===== src/fsr_map.svh =====
// What this block does
// With per-speed status on, three one-bit outputs show whether speed 1, 2 or 3 is reported.
// Each speed status picks current or required speed, current being the default.
// The current speed is the speed the fan output drives now, stepping speeds included.
// The required speed is the final target, clipped by active limitations.
// Each status has a send policy: update only, on change, on request, or both; on change is default.
// Under update only the value is kept current but never sent spontaneously.
// The one-byte speed status carries the numeric speed, current or required, with its own policy.
// The one-byte mode status flags heating, cooling, automatic, forced and four limitations.
// The one-bit fan status shows that the fan runs.
// The automatic status bit is 1 in automatic operation and 0 otherwise.
// The automatic status exists only when automatic operation is enabled for the fan.
// Automatic mode checks thresholds in ascending order: off-1, then 1-2, then 2-3.
// Software must keep the three thresholds in strictly ascending order.
// A transition fires only past threshold plus or minus hysteresis; the new speed uses raw thresholds.
// A control value of zero always forces speed zero.
// A read request to an output allowing requests is answered with its present value.
`ifndef FSR_MAP_SVH
`define FSR_MAP_SVH
`define FSR_OFF_CFG      8'h00
`define FSR_OFF_POL      8'h04
`define FSR_OFF_THR      8'h08
`define FSR_OFF_STAT     8'h0c
`define FSR_OFF_IRQ_STAT 8'h10
`define FSR_OFF_IRQ_MASK 8'h14
`define FSR_CFG_EN_BITS  0
`define FSR_CFG_EN_BYTE  1
`define FSR_CFG_EN_MODE  2
`define FSR_CFG_EN_ONOFF 3
`define FSR_CFG_EN_AUTO  4
`define FSR_CFG_AUTO_OK  5
`define FSR_CFG_REQ_BITS 6
`define FSR_CFG_REQ_BYTE 7
`define FSR_CFG_RST      8'h00
`define FSR_POL_RST      10'h155
`define FSR_THR1_RST     8'h0a
`define FSR_THR2_RST     8'h1e
`define FSR_THR3_RST     8'h46
`define FSR_HYST_RST     5'h05
`define FSR_OBJS         7
`endif


===== src/fsr_pkg.sv =====
package fsr_pkg;
    typedef enum logic [1:0] {
        FSR_POL_UPDATE,
        FSR_POL_CHANGE,
        FSR_POL_REQUEST,
        FSR_POL_BOTH
    } fsr_pol_t;
    typedef struct packed {
        logic [2:0] obj;
        logic [7:0] data;
        logic       resp;
    } fsr_tx_t;
    typedef struct packed {
        logic       heat;
        logic       cool;
        logic       forced;
        logic [3:0] limit;
    } fsr_mode_in_t;
endpackage


===== src/fsr_auto_speed.sv =====
`timescale 1ns/10ps
`default_nettype none
module fsr_auto_speed (
    input  wire logic       sys_clk,
    input  wire logic       rst,
    input  wire logic [7:0] ctl,
    input  wire logic [7:0] thr1,
    input  wire logic [7:0] thr2,
    input  wire logic [7:0] thr3,
    input  wire logic [4:0] hyst,
    output logic      [1:0] speed
);
    logic [1:0] raw;
    logic [7:0] thr_up;
    logic [7:0] thr_dn;
    logic       trig;

    // Ascending walk, each step only after the lower one passed
    always_comb begin
        raw = 2'd0;
        if (ctl > thr1) raw = 2'd1;
        if (raw == 2'd1 && ctl > thr2) raw = 2'd2;
        if (raw == 2'd2 && ctl > thr3) raw = 2'd3;
    end

    always_comb begin
        case (speed)
            2'd0: begin thr_up = thr1; thr_dn = 8'h00; end
            2'd1: begin thr_up = thr2; thr_dn = thr1; end
            2'd2: begin thr_up = thr3; thr_dn = thr2; end
            default: begin thr_up = 8'hff; thr_dn = thr3; end
        endcase
        trig = (speed != 2'd3 &&
                {1'b0, ctl} > {1'b0, thr_up} + {4'h0, hyst}) ||
               (speed != 2'd0 &&
                {1'b0, ctl} + {4'h0, hyst} < {1'b0, thr_dn});
    end

    always_ff @(posedge sys_clk) begin
        if (rst)
            speed <= 2'd0;
        else if (ctl == 8'h00)
            speed <= 2'd0;
        else if (trig)
            speed <= raw;
    end
endmodule
`default_nettype wire


===== src/fsr_top.sv =====
`timescale 1ns/10ps
`default_nettype none
`include "fsr_map.svh"
module fsr_top (
    input  wire logic                 sys_clk,
    input  wire logic                 rst,
    input  wire logic [7:0]           reg_addr,
    input  wire logic [31:0]          reg_wdata,
    input  wire logic                 reg_wr,
    input  wire logic                 reg_rd,
    output logic      [31:0]          reg_rdata,
    input  wire logic [1:0]           drv_speed,
    input  wire logic [1:0]           man_speed,
    input  wire logic                 auto_on,
    input  wire fsr_pkg::fsr_mode_in_t mode_in,
    input  wire logic                 lim_on,
    input  wire logic [1:0]           lim_lo,
    input  wire logic [1:0]           lim_hi,
    input  wire logic [7:0]           ctl_value,
    input  wire logic                 bus_req,
    input  wire logic [2:0]           bus_req_obj,
    input  wire logic                 tx_ack,
    output logic                      tx_valid,
    output fsr_pkg::fsr_tx_t          tx,
    output logic      [2:0]           stat_speed_bit,
    output logic      [7:0]           stat_speed_byte,
    output logic      [7:0]           stat_mode,
    output logic                      fan_on,
    output logic                      auto_stat,
    output logic      [1:0]           auto_speed,
    output logic                      irq
);
    import fsr_pkg::*;

    localparam int N = `FSR_OBJS;

    logic [7:0]     cfg;
    logic [9:0]     pol;
    logic [7:0]     thr1;
    logic [7:0]     thr2;
    logic [7:0]     thr3;
    logic [4:0]     hyst;
    logic [2:0]     irq_stat;
    logic [2:0]     irq_mask;
    logic [1:0]     req_speed;
    logic [1:0]     next_req_speed;
    logic [1:0]     target;
    logic [1:0]     bits_src;
    logic [1:0]     byte_src;
    logic [7:0]     val      [N];
    logic [7:0]     next_val [N];
    logic [8*N-1:0] vals;
    logic [N-1:0]   en;
    logic [N-1:0]   chg;
    logic [N-1:0]   req;
    logic [N-1:0]   req_ok;
    logic [2*N-1:0] pol_obj;
    logic [1:0]     prev_drv;
    logic [2:0]     irq_evt;
    logic           auto_ok;
    logic           auto_act;

    // ==========================================================
    // Register port
    // ==========================================================
    always_ff @(posedge sys_clk) begin
        if (rst) begin
            cfg  <= `FSR_CFG_RST;
            pol  <= `FSR_POL_RST;
            thr1 <= `FSR_THR1_RST;
            thr2 <= `FSR_THR2_RST;
            thr3 <= `FSR_THR3_RST;
            hyst <= `FSR_HYST_RST;
        end else if (reg_wr) begin
            case (reg_addr)
                `FSR_OFF_CFG: cfg <= reg_wdata[7:0];
                `FSR_OFF_POL: pol <= reg_wdata[9:0];
                `FSR_OFF_THR: begin
                    thr1 <= reg_wdata[7:0];
                    thr2 <= reg_wdata[15:8];
                    thr3 <= reg_wdata[23:16];
                    hyst <= reg_wdata[28:24];
                end
                default: ;
            endcase
        end
    end

    always_ff @(posedge sys_clk) begin
        if (rst)
            irq_mask <= 3'h0;
        else if (reg_wr && reg_addr == `FSR_OFF_IRQ_MASK)
            irq_mask <= reg_wdata[2:0];
    end

    always_ff @(posedge sys_clk) begin
        if (rst) begin
            reg_rdata <= 32'h0;
        end else if (reg_rd) begin
            case (reg_addr)
                `FSR_OFF_CFG:      reg_rdata <= {24'h0, cfg};
                `FSR_OFF_POL:      reg_rdata <= {22'h0, pol};
                `FSR_OFF_THR:      reg_rdata <= {3'h0, hyst, thr3, thr2,
                                                 thr1};
                `FSR_OFF_STAT:     reg_rdata <= {16'h0, stat_mode, 2'h0,
                                                 auto_speed, req_speed,
                                                 drv_speed};
                `FSR_OFF_IRQ_STAT: reg_rdata <= {29'h0, irq_stat};
                `FSR_OFF_IRQ_MASK: reg_rdata <= {29'h0, irq_mask};
                default:           reg_rdata <= 32'h0;
            endcase
        end else begin
            reg_rdata <= 32'h0;
        end
    end

    // ==========================================================
    // Interrupts: speed change, telegram sent, request refused
    // ==========================================================
    always_comb begin
        irq_evt[0] = drv_speed != prev_drv;
        irq_evt[1] = tx_valid && tx_ack;
        irq_evt[2] = bus_req && 32'(bus_req_obj) < N && !req_ok[bus_req_obj];
    end

    always_ff @(posedge sys_clk) begin
        if (rst) begin
            prev_drv <= 2'd0;
            irq_stat <= 3'h0;
            irq      <= 1'b0;
        end else begin
            prev_drv <= drv_speed;
            if (reg_rd && reg_addr == `FSR_OFF_IRQ_STAT)
                irq_stat <= irq_evt;
            else
                irq_stat <= irq_stat | irq_evt;
            irq <= |(irq_stat & irq_mask);
        end
    end

    // ==========================================================
    // Automatic speed and required speed
    // ==========================================================
    fsr_auto_speed u_auto (
        .sys_clk (sys_clk),
        .rst     (rst),
        .ctl     (ctl_value),
        .thr1    (thr1),
        .thr2    (thr2),
        .thr3    (thr3),
        .hyst    (hyst),
        .speed   (auto_speed)
    );

    assign auto_ok  = cfg[`FSR_CFG_AUTO_OK];
    assign auto_act = auto_ok && auto_on;

    always_comb begin
        target = auto_act ? auto_speed : man_speed;
        next_req_speed = target;
        if (lim_on && target > lim_hi) next_req_speed = lim_hi;
        if (lim_on && target < lim_lo) next_req_speed = lim_lo;
    end

    always_ff @(posedge sys_clk) begin
        if (rst)
            req_speed <= 2'd0;
        else
            req_speed <= next_req_speed;
    end

    // ==========================================================
    // Status values, one per output object
    // ==========================================================
    assign bits_src = cfg[`FSR_CFG_REQ_BITS] ? req_speed : drv_speed;
    assign byte_src = cfg[`FSR_CFG_REQ_BYTE] ? req_speed : drv_speed;

    always_comb begin
        for (int k = 0; k < 3; k++)
            next_val[k] = {7'h0, bits_src == 2'(k + 1)};
        next_val[3] = {6'h0, byte_src};
        next_val[4] = {mode_in.limit, mode_in.forced, auto_act,
                       mode_in.cool, mode_in.heat};
        next_val[5] = {7'h0, drv_speed != 2'd0};
        next_val[6] = {7'h0, auto_act};
    end

    // Object enables; automatic status needs automatic operation
    assign en = {cfg[`FSR_CFG_EN_AUTO] & auto_ok,
                 cfg[`FSR_CFG_EN_ONOFF], cfg[`FSR_CFG_EN_MODE],
                 cfg[`FSR_CFG_EN_BYTE], {3{cfg[`FSR_CFG_EN_BITS]}}};
    assign pol_obj = {pol[9:8], pol[7:6], pol[5:4], pol[3:2],
                      pol[1:0], pol[1:0], pol[1:0]};

    genvar g;
    generate
        for (g = 0; g < N; g++) begin : g_val
            assign chg[g] = next_val[g] != val[g];
            assign req[g] = bus_req && bus_req_obj == 3'(g);
            assign vals[8*g+:8] = val[g];
            // Value kept current whatever the send policy
            always_ff @(posedge sys_clk) begin
                if (rst)
                    val[g] <= 8'h00;
                else
                    val[g] <= next_val[g];
            end
        end
    endgenerate

    fsr_tx_arb #(
        .N (N)
    ) u_arb (
        .sys_clk  (sys_clk),
        .rst      (rst),
        .en       (en),
        .chg      (chg),
        .req      (req),
        .pol      (pol_obj),
        .vals     (vals),
        .tx_ack   (tx_ack),
        .tx_valid (tx_valid),
        .tx       (tx),
        .req_ok   (req_ok)
    );

    always_ff @(posedge sys_clk) begin
        if (rst) begin
            stat_speed_bit  <= 3'h0;
            stat_speed_byte <= 8'h00;
            stat_mode       <= 8'h00;
            fan_on          <= 1'b0;
            auto_stat       <= 1'b0;
        end else begin
            stat_speed_bit  <= {next_val[2][0], next_val[1][0],
                                next_val[0][0]};
            stat_speed_byte <= next_val[3];
            stat_mode       <= next_val[4];
            fan_on          <= next_val[5][0];
            auto_stat       <= next_val[6][0] & en[6];
        end
    end
endmodule
`default_nettype wire


===== src/fsr_tx_arb.sv =====
`timescale 1ns/10ps
`default_nettype none
module fsr_tx_arb
    import fsr_pkg::*;
#(
    parameter int N = 7
) (
    input  wire logic           sys_clk,
    input  wire logic           rst,
    input  wire logic [N-1:0]   en,
    input  wire logic [N-1:0]   chg,
    input  wire logic [N-1:0]   req,
    input  wire logic [2*N-1:0] pol,
    input  wire logic [8*N-1:0] vals,
    input  wire logic           tx_ack,
    output logic                tx_valid,
    output fsr_pkg::fsr_tx_t    tx,
    output logic [N-1:0]        req_ok
);
    typedef enum logic {FSR_ARB_IDLE, FSR_ARB_SEND} fsr_arb_t;
    fsr_arb_t       state;
    logic [N-1:0]   pend_chg;
    logic [N-1:0]   pend_req;
    logic [N-1:0]   grant;
    logic [2:0]     pick;

    genvar g;
    generate
        for (g = 0; g < N; g++) begin : g_obj
            logic on_chg;
            logic on_req;
            assign on_chg = en[g] && pol[2*g+:2] inside {FSR_POL_CHANGE,
                                                         FSR_POL_BOTH};
            assign on_req = en[g] && pol[2*g+:2] inside {FSR_POL_REQUEST,
                                                         FSR_POL_BOTH};
            assign req_ok[g] = on_req;
            // Set beats the grant clear in the same cycle
            always_ff @(posedge sys_clk) begin
                if (rst) begin
                    pend_chg[g] <= 1'b0;
                    pend_req[g] <= 1'b0;
                end else begin
                    pend_chg[g] <= (pend_chg[g] & ~grant[g] & on_chg)
                                   | (chg[g] & on_chg);
                    pend_req[g] <= (pend_req[g] & ~grant[g] & on_req)
                                   | (req[g] & on_req);
                end
            end

        end
    endgenerate

    always_comb begin
        pick  = 3'd0;
        grant = '0;
        for (int i = N - 1; i >= 0; i--) begin
            if (pend_chg[i] || pend_req[i]) pick = 3'(i);
        end
        if (state == FSR_ARB_IDLE && (|pend_chg || |pend_req))
            grant[pick] = 1'b1;
    end

    always_ff @(posedge sys_clk) begin
        if (rst) begin
            state    <= FSR_ARB_IDLE;
            tx_valid <= 1'b0;
            tx       <= '0;
        end else begin
            case (state)
                FSR_ARB_IDLE: begin
                    if (|grant) begin
                        tx_valid <= 1'b1;
                        tx.obj   <= pick;
                        tx.data  <= vals[8*pick+:8];
                        tx.resp  <= pend_req[pick];
                        state    <= FSR_ARB_SEND;
                    end
                end
                FSR_ARB_SEND: begin
                    if (tx_ack) begin
                        tx_valid <= 1'b0;
                        state    <= FSR_ARB_IDLE;
                    end
                end
                default: state <= FSR_ARB_IDLE;
            endcase
        end
    end
endmodule
`default_nettype wire

===== config.mk =====
export PLATFORM = sky130hd
export DESIGN_NAME = fsr_top
export DESIGN_NICKNAME = d
export VERILOG_FILES = /design/src/fsr_pkg.sv /design/src/fsr_auto_speed.sv /design/src/fsr_top.sv /design/src/fsr_tx_arb.sv
export VERILOG_INCLUDE_DIRS = /design/src
export SDC_FILE = /design/constraint.sdc
export NUM_CORES = 1
export LEC_CHECK = 0
export CAP_MARGIN = 20
export CORE_AREA = 4 4 102 152
export CTS_CLUSTER_SIZE = 24
export DETAILED_ROUTE_END_ITERATION = 16
export DIE_AREA = 0 0 106 156
export DONT_BUFFER_PORTS = 1
export PLACE_DENSITY_LB_ADDON = 0.15
export SETUP_SLACK_MARGIN = 0.5
export SKIP_CTS_REPAIR_TIMING = 1
export SYNTH_ARGS = -nofsm -noshare
export SYNTH_HDL_FRONTEND = slang
export SYNTH_SLANG_ARGS = --single-unit

===== constraint.sdc =====
create_clock -name sys_clk -period 4.8 [get_ports sys_clk]
set_clock_uncertainty 0.05 [all_clocks]
set_input_delay 0.72 -clock sys_clk [delete_from_list [all_inputs] [get_ports sys_clk]]
set_output_delay 0.72 -clock sys_clk [all_outputs]
set_load 0.02 [all_outputs]

# ---- After elaboration in Yosys (flattened, before gate mapping)
# Memories as Yosys holds them, arrays and structs flattened.
# Index checks and enable logic that the tools add are counted.
dict set report word_totals {
  register_bits 141
  ram_bits 56
  out_inout_bits 69
  elab_cells 283
  n_memories 1
}
# memory words width rd rd_clocked_by_memory_dff write_ports line
set memory_table {}
lappend memory_table {val 7 8 7 0 7 fsr_top.sv:50} ;# logic [7:0] val [N];
dict set report classes {
  addsub 2
  n_lt_le_gt_ge 11
  n_eq_ne 44
  shifts 1
  muxes 42
  bitwise_logic 76
  reduce_logical 68
}
# cell count
set ops {}
lappend ops {{one-hot mux 29 bit (6 select lines)} 1}
lappend ops {{2-to-1 mux 8 bit} 7}
lappend ops {{indexed part select 56 x 7 -> 8 bit} 1}
lappend ops {{one-hot mux 8 bit (3 select lines)} 2}
lappend ops {{bitwise AND 1 bit} 44}
lappend ops {{!= test 1 x 8 -> 1 bit} 5}
lappend ops {{logical AND 1 bit} 31}
lappend ops {{equality test 2 bit, second input constant} 14}
lappend ops {{greater-than comparator 8 bit} 3}
lappend ops {{2-to-1 mux 3 bit} 8}
lappend ops {{nonzero test 2 bit} 12}
lappend ops {{OR 1 bit} 21}
lappend ops {{OR reduction 7 bit} 3}
lappend ops {{adder 8 x 5 -> 9 bit} 2}
lappend ops {{equality test 8 x 4 -> 1 bit, second input constant} 2}
lappend ops {{equality test 8 x 5 -> 1 bit, second input constant} 2}
lappend ops {{logical NOT 8 bit} 2}
lappend ops {{equality test 2 x 1 -> 1 bit, second input constant} 7}
lappend ops {{2-to-1 mux 2 bit} 7}
lappend ops {{2-to-1 mux 1 bit} 11}
lappend ops {{AND reduction 2 bit} 5}
lappend ops {{equality test 3 bit, second input constant} 3}
lappend ops {{greater-than comparator 8 x 9 -> 1 bit} 1}
lappend ops {{logical OR 1 bit} 9}
lappend ops {{26 further kinds} 41}

# ---- Depth between registers and ports, before layout
# Gate-level depths: netlist of the first run.
dict set report logic_depth {
  word_depth 17
  mapped_depth 18
  mapped_depth_nobuf 16
}

# ---- Modules after synthesis
# Synthesis of the first run repeated with hierarchy kept, for this count alone.
dict set report unflattened {
  hier_cells 913
  hier_area_um2 7912.6
}
# mod instances cells_per_inst area_per_inst_um2 seq_area_each_um2
set by_module_without_submodules {}
lappend by_module_without_submodules {fsr_top 1 463 4299.1 2042.0}
lappend by_module_without_submodules {fsr_tx_arb 1 226 1858.0 560.5}
lappend by_module_without_submodules {fsr_auto_speed 1 224 1755.4 40.0}

# ---- Worst setup path after synthesis of the first run
# Ideal clock, no wire load.
dict set report synth_timing {
  path_kind {reg2reg}
  startpoint {register u_auto.speed[1]}
  endpoint {register u_auto.speed[0]}
  setup_time_ns 0.127
  arrival_ns 3.355
  t_required_ns 4.623
  path_slack_ns 1.267
  stages_incl_launch_ff 18
  path_buffers 2
  path_cell_list {dfxtp_1 > clkbuf_1 > clkbuf_1 > o21ai_0 > o22a_1 > fa_1 > nand3_1 > nand2_1 > a21o_1 > nand2_1 > xor2_1 > ha_1 > a22o_1 > nor4_1 > nand3_1 > o211ai_1 > o22ai_1 > mux2i_1}
}
dict set report synth_via {
  elab_chain_len 6
}
# element line
set synth_lines {}
lappend synth_lines {{from (decl)} fsr_auto_speed.sv:11} ;# output logic [1:0] speed
lappend synth_lines {{from (signal assigned)} fsr_auto_speed.sv:45} ;# speed <= raw;
lappend synth_lines {{equality test 2 bit, or another cell as far along} fsr_auto_speed.sv:27} ;# case (speed)
lappend synth_lines {{one-hot mux 8 bit (3 select lines)} fsr_auto_speed.sv:27}
lappend synth_lines {{adder 8 x 5 -> 9 bit} fsr_auto_speed.sv:34} ;# {1'b0, ctl} > {1'b0, thr_up} + {4'h0, hyst}) ||
lappend synth_lines {{greater-than comparator 8 x 9 -> 1 bit} fsr_auto_speed.sv:34}
lappend synth_lines {{logical AND 1 bit} fsr_auto_speed.sv:33} ;# trig = (speed != 2'd3 &&
lappend synth_lines {{logical OR 1 bit *} fsr_auto_speed.sv:34}
# Every way passes the cells marked *; elsewhere a longest branch is shown, timed or not.
# A chain may end at the register's enable or synchronous reset.

# ---- Final worst setup path of the first run
dict set report layout_timing {
  startpoint {register u_auto.speed[1]}
  endpoint {register u_auto.speed[1]}
}
# The elaborated chain is that of the path after synthesis.

==> results of run 1 <==
-- registers in the layout, indices dropped and copies added, names as in the netlist, 7 cells and up --
signal,count
cfg,8
pol,10
reg_rdata,29
stat_mode,8
thr1,8
thr2,8
thr3,8
u_arb.pend_chg,7
u_arb.pend_req,7
u_arb.tx,12
-- routing by layer --
metal | up-vias | track usage
met5 | - | 0
met4 | 0 | 0.115
met3 | 47 | 0.0679
met2 | 180 | 0.457
met1 | 2811 | 0.242
li1 | 2869 | -
-- final cells by class --
type	count	area, um^2
Clock inverter	14	168
Fill cell	1343	6290
Clock buffer	18	429
Inverter	34	128
Multi-Input combinational cell	620	4120
Timing Repair Buffer	6	45.0
Tap cell	192	240
Sequential cell	132	2640
-- power by group through the flow --
stage	clock network [mW]	registers (mW)	logic [mW]
2_1_floorplan	0	1.17	0.555
3_3_place_gp	0	1.18	0.685
3_5_place_dp	0	1.18	0.701
4_1_cts	1.33	1.16	0.703
5_1_grt	1.38	1.16	0.782
6_report	1.32	1.16	0.699
-- how the worst max path moves through the flow --
stage,from,to,slack [ps],cells past startpoint
2_1_floorplan,u_auto.speed[1],u_auto.speed[0],1270,17
3_3_place_gp,u_auto.speed[1],u_auto.speed[0],980,16
3_5_place_dp,u_auto.speed[1],u_auto.speed[1],890,16
4_1_cts,u_auto.speed[1],u_auto.speed[1],870,16
5_1_grt,u_auto.speed[1],u_auto.speed[1],600,16
6_report,u_auto.speed[1],u_auto.speed[1],880,16
-- per-stage QoR --
| stage | power [mW] | instance area [um^2] | hold WS, ps | std cells |
|---|---|---|---|---|
| floorplan | 1.73 | 7120 | 374 | 834 |
| global placement | 1.86 | 7170 | 391 | 984 |
| detailed placement | 1.88 | 7170 | 397 | 984 |
| CTS | 3.19 | 7770 | 305 | 1016 |
| global route | 3.32 | 7770 | 294 | 1016 |
| finish | 3.17 | 7770 | 316 | 1016 |
-- cells by family (layout without fill, tap and decap cells) --
group / count (synthesis) / count (layout) / synth area share
fa+ha+maj: 55 / 55 / 0.0992
simple gates: 314 / 314 / 0.218
mux: 38 / 38 / 0.0650
flops: 132 / 132 / 0.373
other cells: 1 / 9 / 0.000529
compound gates: 177 / 177 / 0.160
xor+xnor: 27 / 27 / 0.0334
buf+inv: 82 / 72 / 0.0516
-- cells in the mapped netlist (3+ instances only) --
library cell and number:
sky130_fd_sc_hd__nand3b_1 12, sky130_fd_sc_hd__a21oi_1 74, sky130_fd_sc_hd__inv_1 34, sky130_fd_sc_hd__mux4_2 6
sky130_fd_sc_hd__a211oi_1 5, sky130_fd_sc_hd__a21o_1 6, sky130_fd_sc_hd__nor2b_1 22, sky130_fd_sc_hd__nor3_1 9
sky130_fd_sc_hd__dfxtp_1 132, sky130_fd_sc_hd__clkbuf_1 24, sky130_fd_sc_hd__mux2_2 4, sky130_fd_sc_hd__nor2_1 77
sky130_fd_sc_hd__ha_1 53, sky130_fd_sc_hd__buf_2 10, sky130_fd_sc_hd__nor4bb_1 6, sky130_fd_sc_hd__buf_1 3
sky130_fd_sc_hd__buf_4 10, sky130_fd_sc_hd__o21bai_1 3, sky130_fd_sc_hd__mux2i_1 28, sky130_fd_sc_hd__o22ai_1 5
sky130_fd_sc_hd__nand2_1 112, sky130_fd_sc_hd__o211ai_1 5, sky130_fd_sc_hd__and2_1 16, sky130_fd_sc_hd__xnor2_1 22
sky130_fd_sc_hd__a22oi_1 20, sky130_fd_sc_hd__and3_1 6, sky130_fd_sc_hd__o21ai_0 23, sky130_fd_sc_hd__nand3_1 17
sky130_fd_sc_hd__nor4_1 5, sky130_fd_sc_hd__nand2b_1 6, sky130_fd_sc_hd__o22a_1 7, sky130_fd_sc_hd__nand4_1 12
sky130_fd_sc_hd__xor2_1 5, sky130_fd_sc_hd__a211o_1 8
-- worst max-delay path, stage by stage (launching register included) --
cell,delay [ps]
sky130_fd_sc_hd__dfxtp_1,640
sky130_fd_sc_hd__buf_4,250
sky130_fd_sc_hd__nand2b_1,300
sky130_fd_sc_hd__o22a_1,250
sky130_fd_sc_hd__ha_1,240
sky130_fd_sc_hd__a21o_1,170
sky130_fd_sc_hd__a21oi_1,220
sky130_fd_sc_hd__o21ai_0,230
sky130_fd_sc_hd__nand3_1,140
sky130_fd_sc_hd__xnor2_1,130
sky130_fd_sc_hd__ha_1,260
sky130_fd_sc_hd__nand4_1,90
sky130_fd_sc_hd__nor2_1,50
sky130_fd_sc_hd__a21oi_1,110
sky130_fd_sc_hd__o211ai_1,100
sky130_fd_sc_hd__o22ai_1,370
sky130_fd_sc_hd__mux2i_1,230
==> metrics.txt, run 1 <==
# TYPE chip_impl_metric gauge
chip_impl_metric{name="p_clk_frac",unit=""} 0.415
chip_impl_metric{name="placement_rows",unit=""} 53
chip_impl_metric{name="final-hold-violation-count",unit=""} 0
chip_impl_metric{name="sequentialPowerShare",unit=""} 0.365
chip_impl_metric{name="worst_r2r_path_depth",unit=""} 16
chip_impl_info{name="worst_setup_path_end_kind",value="register"} 1
chip_impl_metric{name="comb_power_share",unit=""} 0.221
chip_impl_metric{name="first_iter_violations",unit=""} 299
chip_impl_metric{name="final_setup_viols",unit=""} 0
chip_impl_metric{name="layout.nets",unit=""} 940
chip_impl_metric{name="max_cap_viol_count",unit=""} 0
chip_impl_metric{name="cp.required",unit="ps"} 5090
chip_impl_info{name="holdCritStartpoint",value="rst"} 1
chip_impl_metric{name="mappedNetlistArea",unit="um^2"} 7090
chip_impl_metric{name="worstHoldPathCells",unit=""} 1
chip_impl_info{name="rr_startpoint",value="u_auto.speed[1]"} 1
chip_impl_metric{name="finalWorstSetupSlack",unit="ps"} 878
chip_impl_metric{name="detail_route.drc_violations",unit=""} 0
chip_impl_info{name="synth-main-ff-cell",value="sky130_fd_sc_hd__dfxtp_1"} 1
chip_impl_metric{name="dp.final_hpwl",unit="mm"} 15.6
chip_impl_metric{name="yosysWarningCount",unit=""} 0
chip_impl_metric{name="clock_path_buffers",unit=""} 2
chip_impl_info{name="timing.hold.worst_endpoint",value="hyst[4]"} 1
chip_impl_metric{name="replace_congestion",unit=""} 0.930
chip_impl_metric{name="synth.avg_cell_area",unit="um^2"} 8.58
chip_impl_metric{name="max_slew.worst_pin.slew",unit="ps"} 1020
chip_impl_metric{name="power.leakage",unit="nW"} 3.14
chip_impl_metric{name="period_share",unit=""} 0.817
chip_impl_metric{name="clock_slew_seen_by_the_registers_of_the_worst_setup_and_hold_paths",unit="ps"} 70
chip_impl_metric{name="initial_core_utilization",unit=""} 0.504
chip_impl_info{name="critical_path.reg2reg.endpoint",value="u_auto.speed[1]"} 1
chip_impl_metric{name="ys_types",unit=""} 65
chip_impl_metric{name="port-buffer-count",unit=""} 0
chip_impl_metric{name="crit_arrival",unit="ps"} 4210
chip_impl_metric{name="clock-sinks",unit=""} 132
chip_impl_metric{name="chipHeight",unit="um"} 156
chip_impl_metric{name="dp_worst_setup_slack",unit="ps"} 892
chip_impl_metric{name="grt_start_max_net_pins",unit=""} 96
chip_impl_metric{name="number_of_synthesized_flops_with_an_enable_pin",unit=""} 0
chip_impl_metric{name="area_added_between_synthesis_and_finish",unit="%"} 9.60
chip_impl_metric{name="pre_repair_dr_iteration_count",unit=""} 5
chip_impl_metric{name="power.internal",unit="mW"} 2.20
chip_impl_metric{name="achievable-frequency",unit="GHz"} 0.255
chip_impl_metric{name="vias_in_the_first_global_route",unit=""} 6013
chip_impl_metric{name="wl_met1",unit="mm"} 7.24
chip_impl_metric{name="grt_pass1_wl",unit="mm"} 31.4
chip_impl_metric{name="switching_share",unit=""} 0.305
chip_impl_metric{name="asyncSetResetFlopFracSynth",unit=""} 0
chip_impl_metric{name="fin_tns_setup",unit="ps"} 0
chip_impl_metric{name="wire_per_inst",unit="um"} 19.7
chip_impl_info{name="synthDominantAreaCellType",value="sky130_fd_sc_hd__dfxtp_1"} 1
chip_impl_metric{name="route.met3.wl",unit="mm"} 1.10
chip_impl_metric{name="antenna_found_initial",unit=""} 0
chip_impl_metric{name="clkLatencyLatePin",unit="ps"} 420
chip_impl_info{name="rsz_0062_raised_after_global_routing",value="no"} 1
chip_impl_metric{name="wirelength",unit="mm"} 20.0
chip_impl_metric{name="r2r_setup_slk",unit="ps"} 880
chip_impl_info{name="mostFrequentLayoutCell",value="sky130_fd_sc_hd__dfxtp_1"} 1
chip_impl_metric{name="grt_util_all_layers",unit=""} 0.242
chip_impl_metric{name="finalCriticalPeriod",unit="ps"} 3920
chip_impl_info{name="kind_of_critical_path",value="register to register"} 1
chip_impl_metric{name="via_count",unit=""} 5907
chip_impl_info{name="mostFrequentLayoutCells",value="sky130_fd_sc_hd__dfxtp_1 (132), sky130_fd_sc_hd__nand2_1 (112), sky130_fd_sc_hd__nor2_1 (77)"} 1
chip_impl_metric{name="biggest_fanout_along_the_worst_timing_path",unit=""} 10
chip_impl_metric{name="synth_seq_cells",unit=""} 132
chip_impl_metric{name="p_switching",unit="uW"} 968
chip_impl_metric{name="worst_ir_drop_on_vdd",unit="V"} 0.000235
chip_impl_info{name="clock-root-buffer",value="sky130_fd_sc_hd__clkbuf_16"} 1
chip_impl_metric{name="chipWidth",unit="um"} 106
chip_impl_metric{name="viasPerCell",unit=""} 5.81
chip_impl_info{name="status",value="finished, final reports clean"} 1
chip_impl_metric{name="antenna-diode-count",unit=""} 0
chip_impl_metric{name="floorplan.die_area",unit="um^2"} 16500
chip_impl_metric{name="route.antenna.remaining_nets",unit=""} 0
chip_impl_info{name="top_layer",value="met4"} 1
chip_impl_metric{name="layout-drive-gt1-share",unit=""} 0.0728
chip_impl_metric{name="power_density",unit="nW/um^2"} 408
chip_impl_info{name="worst_hold_path_type",value="primary input to register"} 1
chip_impl_metric{name="overflow",unit=""} 0
chip_impl_metric{name="ctsHtreeMaxLevel",unit=""} 4
chip_impl_metric{name="post-route-util",unit=""} 0.553
chip_impl_info{name="cts_tree",value="yes"} 1
chip_impl_metric{name="netlist_instances",unit=""} 826
chip_impl_metric{name="synth-seq-area-share",unit=""} 0.373
chip_impl_metric{name="max-slew-margin-rel",unit=""} 0.313
chip_impl_info{name="critPathLaunchType",value="register"} 1
chip_impl_metric{name="cts_inserted_buffers",unit=""} 17
chip_impl_metric{name="yosysTopAreaCellShare",unit=""} 0.373
chip_impl_metric{name="met2RoutedLength",unit="mm"} 10.8
chip_impl_metric{name="finalMaxSlewViolations",unit=""} 0
chip_impl_metric{name="fp.coreArea",unit="um^2"} 14100
chip_impl_info{name="synth_top_cells_by_area",value="sky130_fd_sc_hd__dfxtp_1 (37%), sky130_fd_sc_hd__ha_1 (9.4%), sky130_fd_sc_hd__nand2_1 (5.9%), sky130_fd_sc_hd__a21oi_1 (5.2%), sky130_fd_sc_hd__nor2_1 (4.1%)"} 1
chip_impl_metric{name="io-pin-count",unit=""} 143
Power figures use the tool's default switching activity.
==> inputs of run 2 (changes only) <==
==> constraint.sdc (replaced) <==
create_clock -name sys_clk -period 3.9 [get_ports sys_clk]
set_clock_uncertainty 0.05 [all_clocks]
set_input_delay 0.585 -clock sys_clk [delete_from_list [all_inputs] [get_ports sys_clk]]
set_output_delay 0.585 -clock sys_clk [all_outputs]
set_load 0.02 [all_outputs]
==> metrics.txt, run 2 (synthesis gave the netlist of run 1 again) <==
# TYPE chip_impl_metric gauge
chip_impl_metric{name="area_of_all_placed_cells_without_fillers",unit="um^2"} 7940
chip_impl_metric{name="power_density",unit="nW/um^2"} 523
chip_impl_metric{name="fp.coreArea",unit="um^2"} 14100
chip_impl_metric{name="grt_start_max_net_pins",unit=""} 96
chip_impl_metric{name="detail_route.drc_violations",unit=""} 0
chip_impl_info{name="worst_hold_path_type",value="primary input to register"} 1
chip_impl_metric{name="port-buffer-count",unit=""} 0
chip_impl_metric{name="placedInstanceArea",unit="um^2"} 7180
chip_impl_info{name="critPathLaunchType",value="register"} 1
chip_impl_metric{name="max_cap_viol_count",unit=""} 0
chip_impl_info{name="clock-root-buffer",value="sky130_fd_sc_hd__clkbuf_16"} 1
chip_impl_metric{name="vias_in_the_first_global_route",unit=""} 5901
chip_impl_metric{name="layout.area.seq",unit="um^2"} 2650
chip_impl_metric{name="final-hold-violation-count",unit=""} 0
chip_impl_metric{name="clkLatencyLatePin",unit="ps"} 410
chip_impl_metric{name="period_share",unit=""} 0.875
chip_impl_metric{name="hold_slack",unit="ps"} 184
chip_impl_metric{name="post-route-util",unit=""} 0.565
chip_impl_info{name="mostFrequentLayoutCell",value="sky130_fd_sc_hd__dfxtp_1"} 1
chip_impl_metric{name="biggest_fanout_along_the_worst_timing_path",unit=""} 5
chip_impl_metric{name="clock-sinks",unit=""} 132
chip_impl_info{name="kind_of_critical_path",value="register to register"} 1
chip_impl_metric{name="layout.nets",unit=""} 947
chip_impl_metric{name="antenna-diode-count",unit=""} 0
chip_impl_metric{name="critPathMaxStageDelay",unit="ps"} 380
chip_impl_metric{name="stages_on_the_worst_setup_path",unit=""} 16
chip_impl_metric{name="sequentialPowerShare",unit=""} 0.342
chip_impl_metric{name="cts_inserted_buffers",unit=""} 17
chip_impl_metric{name="overflow",unit=""} 0
chip_impl_metric{name="power.leakage",unit="nW"} 3.20
chip_impl_info{name="holdCritStartpoint",value="rst"} 1
chip_impl_metric{name="largest_register_ff_count",unit=""} 29
chip_impl_metric{name="pre_repair_dr_iteration_count",unit=""} 4
chip_impl_metric{name="power.internal",unit="mW"} 2.94
chip_impl_metric{name="comb_power_share",unit=""} 0.247
chip_impl_metric{name="place_inst",unit=""} 984
chip_impl_info{name="timing.hold.worst_endpoint",value="hyst[4]"} 1
chip_impl_metric{name="first_iter_violations",unit=""} 202
chip_impl_metric{name="ctsHtreeMaxLevel",unit=""} 4
chip_impl_metric{name="max_slew.worst_pin.slew",unit="ps"} 777
chip_impl_metric{name="fin_tns_setup",unit="ps"} 0
chip_impl_metric{name="clock_slew_seen_by_the_registers_of_the_worst_setup_and_hold_paths",unit="ps"} 60
chip_impl_info{name="rsz_0062_raised_after_global_routing",value="yes"} 1
chip_impl_info{name="worstPathCellList",value="mux2_4 -> o22a_1 -> ha_2 -> fa_2 -> nand3_2 -> nand2_2 -> a21o_1 -> nand2_1 -> xor2_1 -> ha_1 -> a22o_1 -> nor4_2 -> nand3_1 -> o211ai_1 -> o22ai_2 -> mux2i_1"} 1
chip_impl_info{name="status",value="finished, final reports clean"} 1
chip_impl_metric{name="dp.final_hpwl",unit="mm"} 15.4
chip_impl_metric{name="grt_pass1_wl",unit="mm"} 31.0
chip_impl_metric{name="multi_input_area",unit="um^2"} 4170
chip_impl_metric{name="power",unit="mW"} 4.15
chip_impl_metric{name="cp_num_buf_inv",unit=""} 0
chip_impl_metric{name="dp_worst_setup_slack",unit="ps"} 188
chip_impl_metric{name="grt_util_all_layers",unit=""} 0.238
chip_impl_metric{name="cp.required",unit="ps"} 4140
chip_impl_metric{name="antenna_found_initial",unit=""} 0
chip_impl_metric{name="wirelength",unit="mm"} 20.0
chip_impl_info{name="rr_startpoint",value="u_auto.speed[1]"} 1
chip_impl_info{name="largest-register",value="reg_rdata"} 1
chip_impl_metric{name="chipWidth",unit="um"} 106
chip_impl_metric{name="io-pin-count",unit=""} 143
chip_impl_metric{name="wire_per_inst",unit="um"} 19.5
chip_impl_info{name="worst_setup_path_end_kind",value="register"} 1
chip_impl_info{name="largest_registers",value="reg_rdata x29, u_arb.tx x12, pol x10"} 1
chip_impl_info{name="critical_path.top_delay_family",value="compound AO/OA/AOI/OAI gates"} 1
chip_impl_metric{name="p_switching",unit="mW"} 1.21
chip_impl_metric{name="viasPerCell",unit=""} 5.74
chip_impl_metric{name="fillCellCount",unit=""} 1321
chip_impl_metric{name="worst_ir_drop_on_vdd",unit="V"} 0.000277
chip_impl_metric{name="crit_arrival",unit="ps"} 3660
chip_impl_metric{name="finalMaxSlewViolations",unit=""} 0
chip_impl_metric{name="worst_r2r_path_depth",unit=""} 16
chip_impl_metric{name="post_layout_nonfiller_instances",unit=""} 1022
chip_impl_metric{name="finalWorstSetupSlack",unit="ps"} 486
chip_impl_metric{name="achievable-frequency",unit="GHz"} 0.293
chip_impl_metric{name="finalCriticalPeriod",unit="ps"} 3410
chip_impl_info{name="cts_tree",value="yes"} 1
chip_impl_metric{name="route.antenna.remaining_nets",unit=""} 0
chip_impl_metric{name="final_setup_viols",unit=""} 0
chip_impl_metric{name="initial_core_utilization",unit=""} 0.504
chip_impl_metric{name="clock_path_buffers",unit=""} 2
chip_impl_info{name="slowest_stage",value="sky130_fd_sc_hd__dfxtp_4"} 1
chip_impl_metric{name="via_count",unit=""} 5870
chip_impl_metric{name="p_clk_frac",unit=""} 0.411
chip_impl_info{name="mostFrequentLayoutCells",value="sky130_fd_sc_hd__dfxtp_1 (131), sky130_fd_sc_hd__nand2_1 (111), sky130_fd_sc_hd__nor2_1 (77)"} 1
chip_impl_metric{name="area_added_between_synthesis_and_finish",unit="%"} 12.0
chip_impl_metric{name="chipHeight",unit="um"} 156
chip_impl_metric{name="layout-drive-gt1-share",unit=""} 0.0916
chip_impl_metric{name="replace_congestion",unit=""} 0.929
chip_impl_metric{name="r2r_setup_slk",unit="ps"} 490
chip_impl_metric{name="placement_rows",unit=""} 53
chip_impl_metric{name="switching_share",unit=""} 0.292
chip_impl_metric{name="max-slew-margin-rel",unit=""} 0.479
chip_impl_metric{name="floorplan.die_area",unit="um^2"} 16500
chip_impl_metric{name="worstHoldPathCells",unit=""} 1
chip_impl_info{name="critical_path.reg2reg.endpoint",value="u_auto.speed[0]"} 1
-- run 2: area by class of cell --
class | instances | area share
Clock buffer | 18 | 0.0541
Inverter | 34 | 0.0161
Timing Repair Buffer | 13 | 0.0161
Multi-Input combinational cell | 620 | 0.525
Clock inverter | 13 | 0.0249
Tap cell | 192 | 0.0303
Sequential cell | 132 | 0.333
-- run 2: worst max-delay path by stage --
stage / start / end / slack, ps
floorplan: u_auto.speed[1] / u_auto.speed[0] / 530
global placement: u_auto.speed[1] / u_auto.speed[1] / 250
detailed placement: u_auto.speed[1] / u_auto.speed[0] / 190
CTS: u_auto.speed[1] / u_auto.speed[0] / 170
global route: u_auto.speed[1] / u_auto.speed[0] / 340
finish: u_auto.speed[1] / u_auto.speed[0] / 490
-- run 2: worst reg2reg max path, stage by stage, from the launching register on --
cell                       delay, ps
sky130_fd_sc_hd__dfxtp_4         380
sky130_fd_sc_hd__mux2_4          330
sky130_fd_sc_hd__o22a_1          180
sky130_fd_sc_hd__ha_2            190
sky130_fd_sc_hd__fa_2            360
sky130_fd_sc_hd__nand3_2          80
sky130_fd_sc_hd__nand2_2          60
sky130_fd_sc_hd__a21o_1          170
sky130_fd_sc_hd__nand2_1          80
sky130_fd_sc_hd__xor2_1          170
sky130_fd_sc_hd__ha_1            270
sky130_fd_sc_hd__a22o_1          200
sky130_fd_sc_hd__nor4_2          260
sky130_fd_sc_hd__nand3_1         100
sky130_fd_sc_hd__o211ai_1        120
sky130_fd_sc_hd__o22ai_2         160
sky130_fd_sc_hd__mux2i_1         140
-- run 2: power by group through the flow --
stage	combinational, mW	clock [mW]	sequential, mW
2_1_floorplan	0.686	0	1.44
3_3_place_gp	0.886	0	1.44
3_5_place_dp	0.903	0	1.44
4_1_cts	0.906	1.73	1.41
5_1_grt	1.12	1.78	1.42
6_report	1.02	1.71	1.42
-- run 2: metal layers --
metal	up-vias	track usage	wire, um
met4	0	0.108	703
met2	147	0.457	10900
met1	2802	0.240	7220
met3	40	0.0592	1120
met5	-	0	0
li1	2881	-	-
==> inputs of run 3 (changes only) <==
--- a/config.mk
+++ b/config.mk
@@ -8,10 +8,11 @@
 export LEC_CHECK = 0
 export CAP_MARGIN = 20
 export CORE_AREA = 4 4 102 152
-export CTS_CLUSTER_SIZE = 24
+export CTS_CLUSTER_SIZE = 16
 export DETAILED_ROUTE_END_ITERATION = 16
 export DIE_AREA = 0 0 106 156
 export DONT_BUFFER_PORTS = 1
+export GPL_TIMING_DRIVEN = 0
 export PLACE_DENSITY_LB_ADDON = 0.15
 export SETUP_SLACK_MARGIN = 0.5
 export SKIP_CTS_REPAIR_TIMING = 1
==> metrics.txt, run 3 (synthesis gave the netlist of run 1 again) <==
# TYPE chip_impl_metric gauge
chip_impl_metric{name="worst_r2r_path_depth",unit=""} 18
chip_impl_metric{name="crit_arrival",unit="ps"} 3620
chip_impl_info{name="worst_hold_path_type",value="primary input to register"} 1
chip_impl_metric{name="antenna-diode-count",unit=""} 0
chip_impl_metric{name="max_cap_viol_count",unit=""} 0
chip_impl_info{name="status",value="finished, final reports clean"} 1
chip_impl_info{name="mostFrequentLayoutCells",value="sky130_fd_sc_hd__dfxtp_1 (130), sky130_fd_sc_hd__nand2_1 (110), sky130_fd_sc_hd__nor2_1 (77)"} 1
chip_impl_metric{name="post-route-util",unit=""} 0.574
chip_impl_metric{name="floorplan.die_area",unit="um^2"} 16500
chip_impl_metric{name="max_slew.worst_pin.slew",unit="ps"} 821
chip_impl_info{name="worstPathCellList",value="buf_6 -> buf_6 -> nand2_1 -> o21ai_2 -> o22a_1 -> ha_1 -> nand3_2 -> nand2_2 -> a21o_1 -> nand2_2 -> xor2_1 -> ha_1 -> a22o_1 -> nor4_2 -> nand3_1 -> o211ai_1 -> o22ai_2 -> mux2i_1"} 1
chip_impl_info{name="timing.hold.worst_endpoint",value="prev_drv[1]"} 1
chip_impl_metric{name="wire_per_inst",unit="um"} 21.4
chip_impl_metric{name="clock-sinks",unit=""} 132
chip_impl_metric{name="placement_rows",unit=""} 53
chip_impl_metric{name="via_count",unit=""} 6209
chip_impl_metric{name="route.antenna.remaining_nets",unit=""} 0
chip_impl_metric{name="port-buffer-count",unit=""} 0
chip_impl_info{name="slowest_stage",value="sky130_fd_sc_hd__dfxtp_4"} 1
chip_impl_info{name="mostFrequentLayoutCell",value="sky130_fd_sc_hd__dfxtp_1"} 1
chip_impl_metric{name="overflow",unit=""} 0
chip_impl_metric{name="final-hold-violation-count",unit=""} 0
chip_impl_metric{name="power_density",unit="nW/um^2"} 506
chip_impl_metric{name="ctsHtreeMaxLevel",unit=""} 4
chip_impl_metric{name="area_added_between_synthesis_and_finish",unit="%"} 13.9
chip_impl_metric{name="layout.nets",unit=""} 983
chip_impl_metric{name="hold_slack",unit="ps"} 191
chip_impl_metric{name="detail_route.drc_violations",unit=""} 0
chip_impl_metric{name="worstHoldPathCells",unit=""} 1
chip_impl_info{name="holdCritStartpoint",value="rst"} 1
chip_impl_info{name="critical_path.reg2reg.endpoint",value="u_auto.speed[1]"} 1
chip_impl_metric{name="clock_path_buffers",unit=""} 2
chip_impl_metric{name="antenna_found_initial",unit=""} 1
chip_impl_info{name="largest-register",value="reg_rdata"} 1
chip_impl_metric{name="grt_pass1_wl",unit="mm"} 34.6
chip_impl_info{name="worst_setup_path_end_kind",value="register"} 1
chip_impl_metric{name="grt_util_all_layers",unit=""} 0.272
chip_impl_info{name="rr_startpoint",value="u_auto.speed[1]"} 1
chip_impl_metric{name="wirelength",unit="mm"} 22.7
chip_impl_info{name="critPathLaunchType",value="register"} 1
chip_impl_metric{name="finalCriticalPeriod",unit="ps"} 3380
chip_impl_metric{name="finalMaxSlewViolations",unit=""} 0
chip_impl_metric{name="max-slew-margin-rel",unit=""} 0.448
chip_impl_info{name="rsz_0062_raised_after_global_routing",value="yes"} 1
chip_impl_info{name="largest_registers",value="reg_rdata x29, u_arb.tx x12, pol x10"} 1
chip_impl_metric{name="io-pin-count",unit=""} 143
chip_impl_metric{name="clock_slew_seen_by_the_registers_of_the_worst_setup_and_hold_paths",unit="ps"} 60
chip_impl_metric{name="cts_inserted_buffers",unit=""} 17
chip_impl_metric{name="dp_worst_setup_slack",unit="ps"} -305
chip_impl_metric{name="replace_congestion",unit=""} 0.949
chip_impl_metric{name="layout-drive-gt1-share",unit=""} 0.110
chip_impl_metric{name="critPathMaxStageDelay",unit="ps"} 390
chip_impl_metric{name="first_iter_violations",unit=""} 339
chip_impl_metric{name="pre_repair_dr_iteration_count",unit=""} 5
chip_impl_metric{name="clkLatencyLatePin",unit="ps"} 420
chip_impl_metric{name="chipHeight",unit="um"} 156
chip_impl_metric{name="grt_start_max_net_pins",unit=""} 17
chip_impl_metric{name="final_setup_viols",unit=""} 0
chip_impl_metric{name="initial_core_utilization",unit=""} 0.504
chip_impl_metric{name="largest_register_ff_count",unit=""} 29
chip_impl_metric{name="finalWorstSetupSlack",unit="ps"} 523
chip_impl_metric{name="vias_in_the_first_global_route",unit=""} 6372
chip_impl_metric{name="biggest_fanout_along_the_worst_timing_path",unit=""} 10
chip_impl_metric{name="area_of_all_placed_cells_without_fillers",unit="um^2"} 8070
chip_impl_metric{name="chipWidth",unit="um"} 106
chip_impl_metric{name="r2r_setup_slk",unit="ps"} 520
chip_impl_metric{name="cp.required",unit="ps"} 4140
chip_impl_metric{name="achievable-frequency",unit="GHz"} 0.296
chip_impl_info{name="kind_of_critical_path",value="register to register"} 1
chip_impl_metric{name="period_share",unit=""} 0.866
chip_impl_info{name="cts_tree",value="yes"} 1
chip_impl_metric{name="viasPerCell",unit=""} 5.86
chip_impl_metric{name="fp.coreArea",unit="um^2"} 14100
chip_impl_metric{name="worst_ir_drop_on_vdd",unit="V"} 0.000406
chip_impl_metric{name="placedInstanceArea",unit="um^2"} 7360
chip_impl_metric{name="dp.final_hpwl",unit="mm"} 18.0
chip_impl_metric{name="power.leakage",unit="nW"} 3.28
chip_impl_info{name="clock-root-buffer",value="sky130_fd_sc_hd__clkbuf_16"} 1
## run 3: changes by cell type in the layout (fill, tap and decap cells not counted), sizes merged
cell / before / now
buf: 12 / 30
bufinv: 4 / 2
clkbuf: 19 / 37
clkinv: 1 / 3
clkinvlp: 3 / 2
inv: 39 / 41
## run 3: metrics by stage
| step | cells | total power [mW] | TNS (ps) |
|---|---|---|---|
| 3_5_place_dp | 1026 | 2.36 | -601 |
| 2_1_floorplan | 834 | 2.13 | 0 |
| 5_1_grt | 1059 | 4.26 | 0 |
| 4_1_cts | 1058 | 3.97 | -650 |
| 6_report | 1059 | 4.08 | 0 |
| 3_3_place_gp | 1026 | 2.34 | -502 |
## run 3: area by class of cell
type	instances	area, um^2
Clock inverter	14	169
Inverter	34	128
Multi-Input combinational cell	620	4180
Sequential cell	132	2650
Buffer	48	265
Tap cell	192	240
Timing Repair Buffer	1	7.51
Fill cell	1310	5990
Clock buffer	18	429
## run 3: worst max-delay path, delay by kind of cell, from the launching register on
family                     cells  cell delay, ps
DFF                            1             390
and+or+nand+nor                6             550
xor gates and xnor gates       1             140
AOI/OAI and AO/OA              6             980
buffers and inverters          2             300
muxes                          1             150
adders and majority gates      2             660
## run 3: report_power, final
part           total [mW]  internal, mW  switching [mW]  leakage, nW
sequential           1.45          1.38          0.0660         1.07
clock                1.63         0.965           0.661        0.289
combinational        1.01         0.447           0.562         1.92
total                4.08          2.79            1.29         3.28
## run 3: how the worst max path moves through the flow
stage,end,slack [ps],start,cells after the start
floorplan,u_auto.speed[0],530,u_auto.speed[1],17
global placement,u_auto.speed[1],-260,u_auto.speed[0],16
detailed placement,u_auto.speed[1],-300,u_auto.speed[0],16
CTS,u_auto.speed[1],-330,u_auto.speed[0],16
global route,u_auto.speed[1],310,u_auto.speed[1],18
finish,u_auto.speed[1],520,u_auto.speed[1],18
## run 3: layer usage
layer,share of wire,track usage
met4,0.052,0.142
met3,0.065,0.0720
met5,0.00053,0
met1,0.34,0.249
met2,0.55,0.538
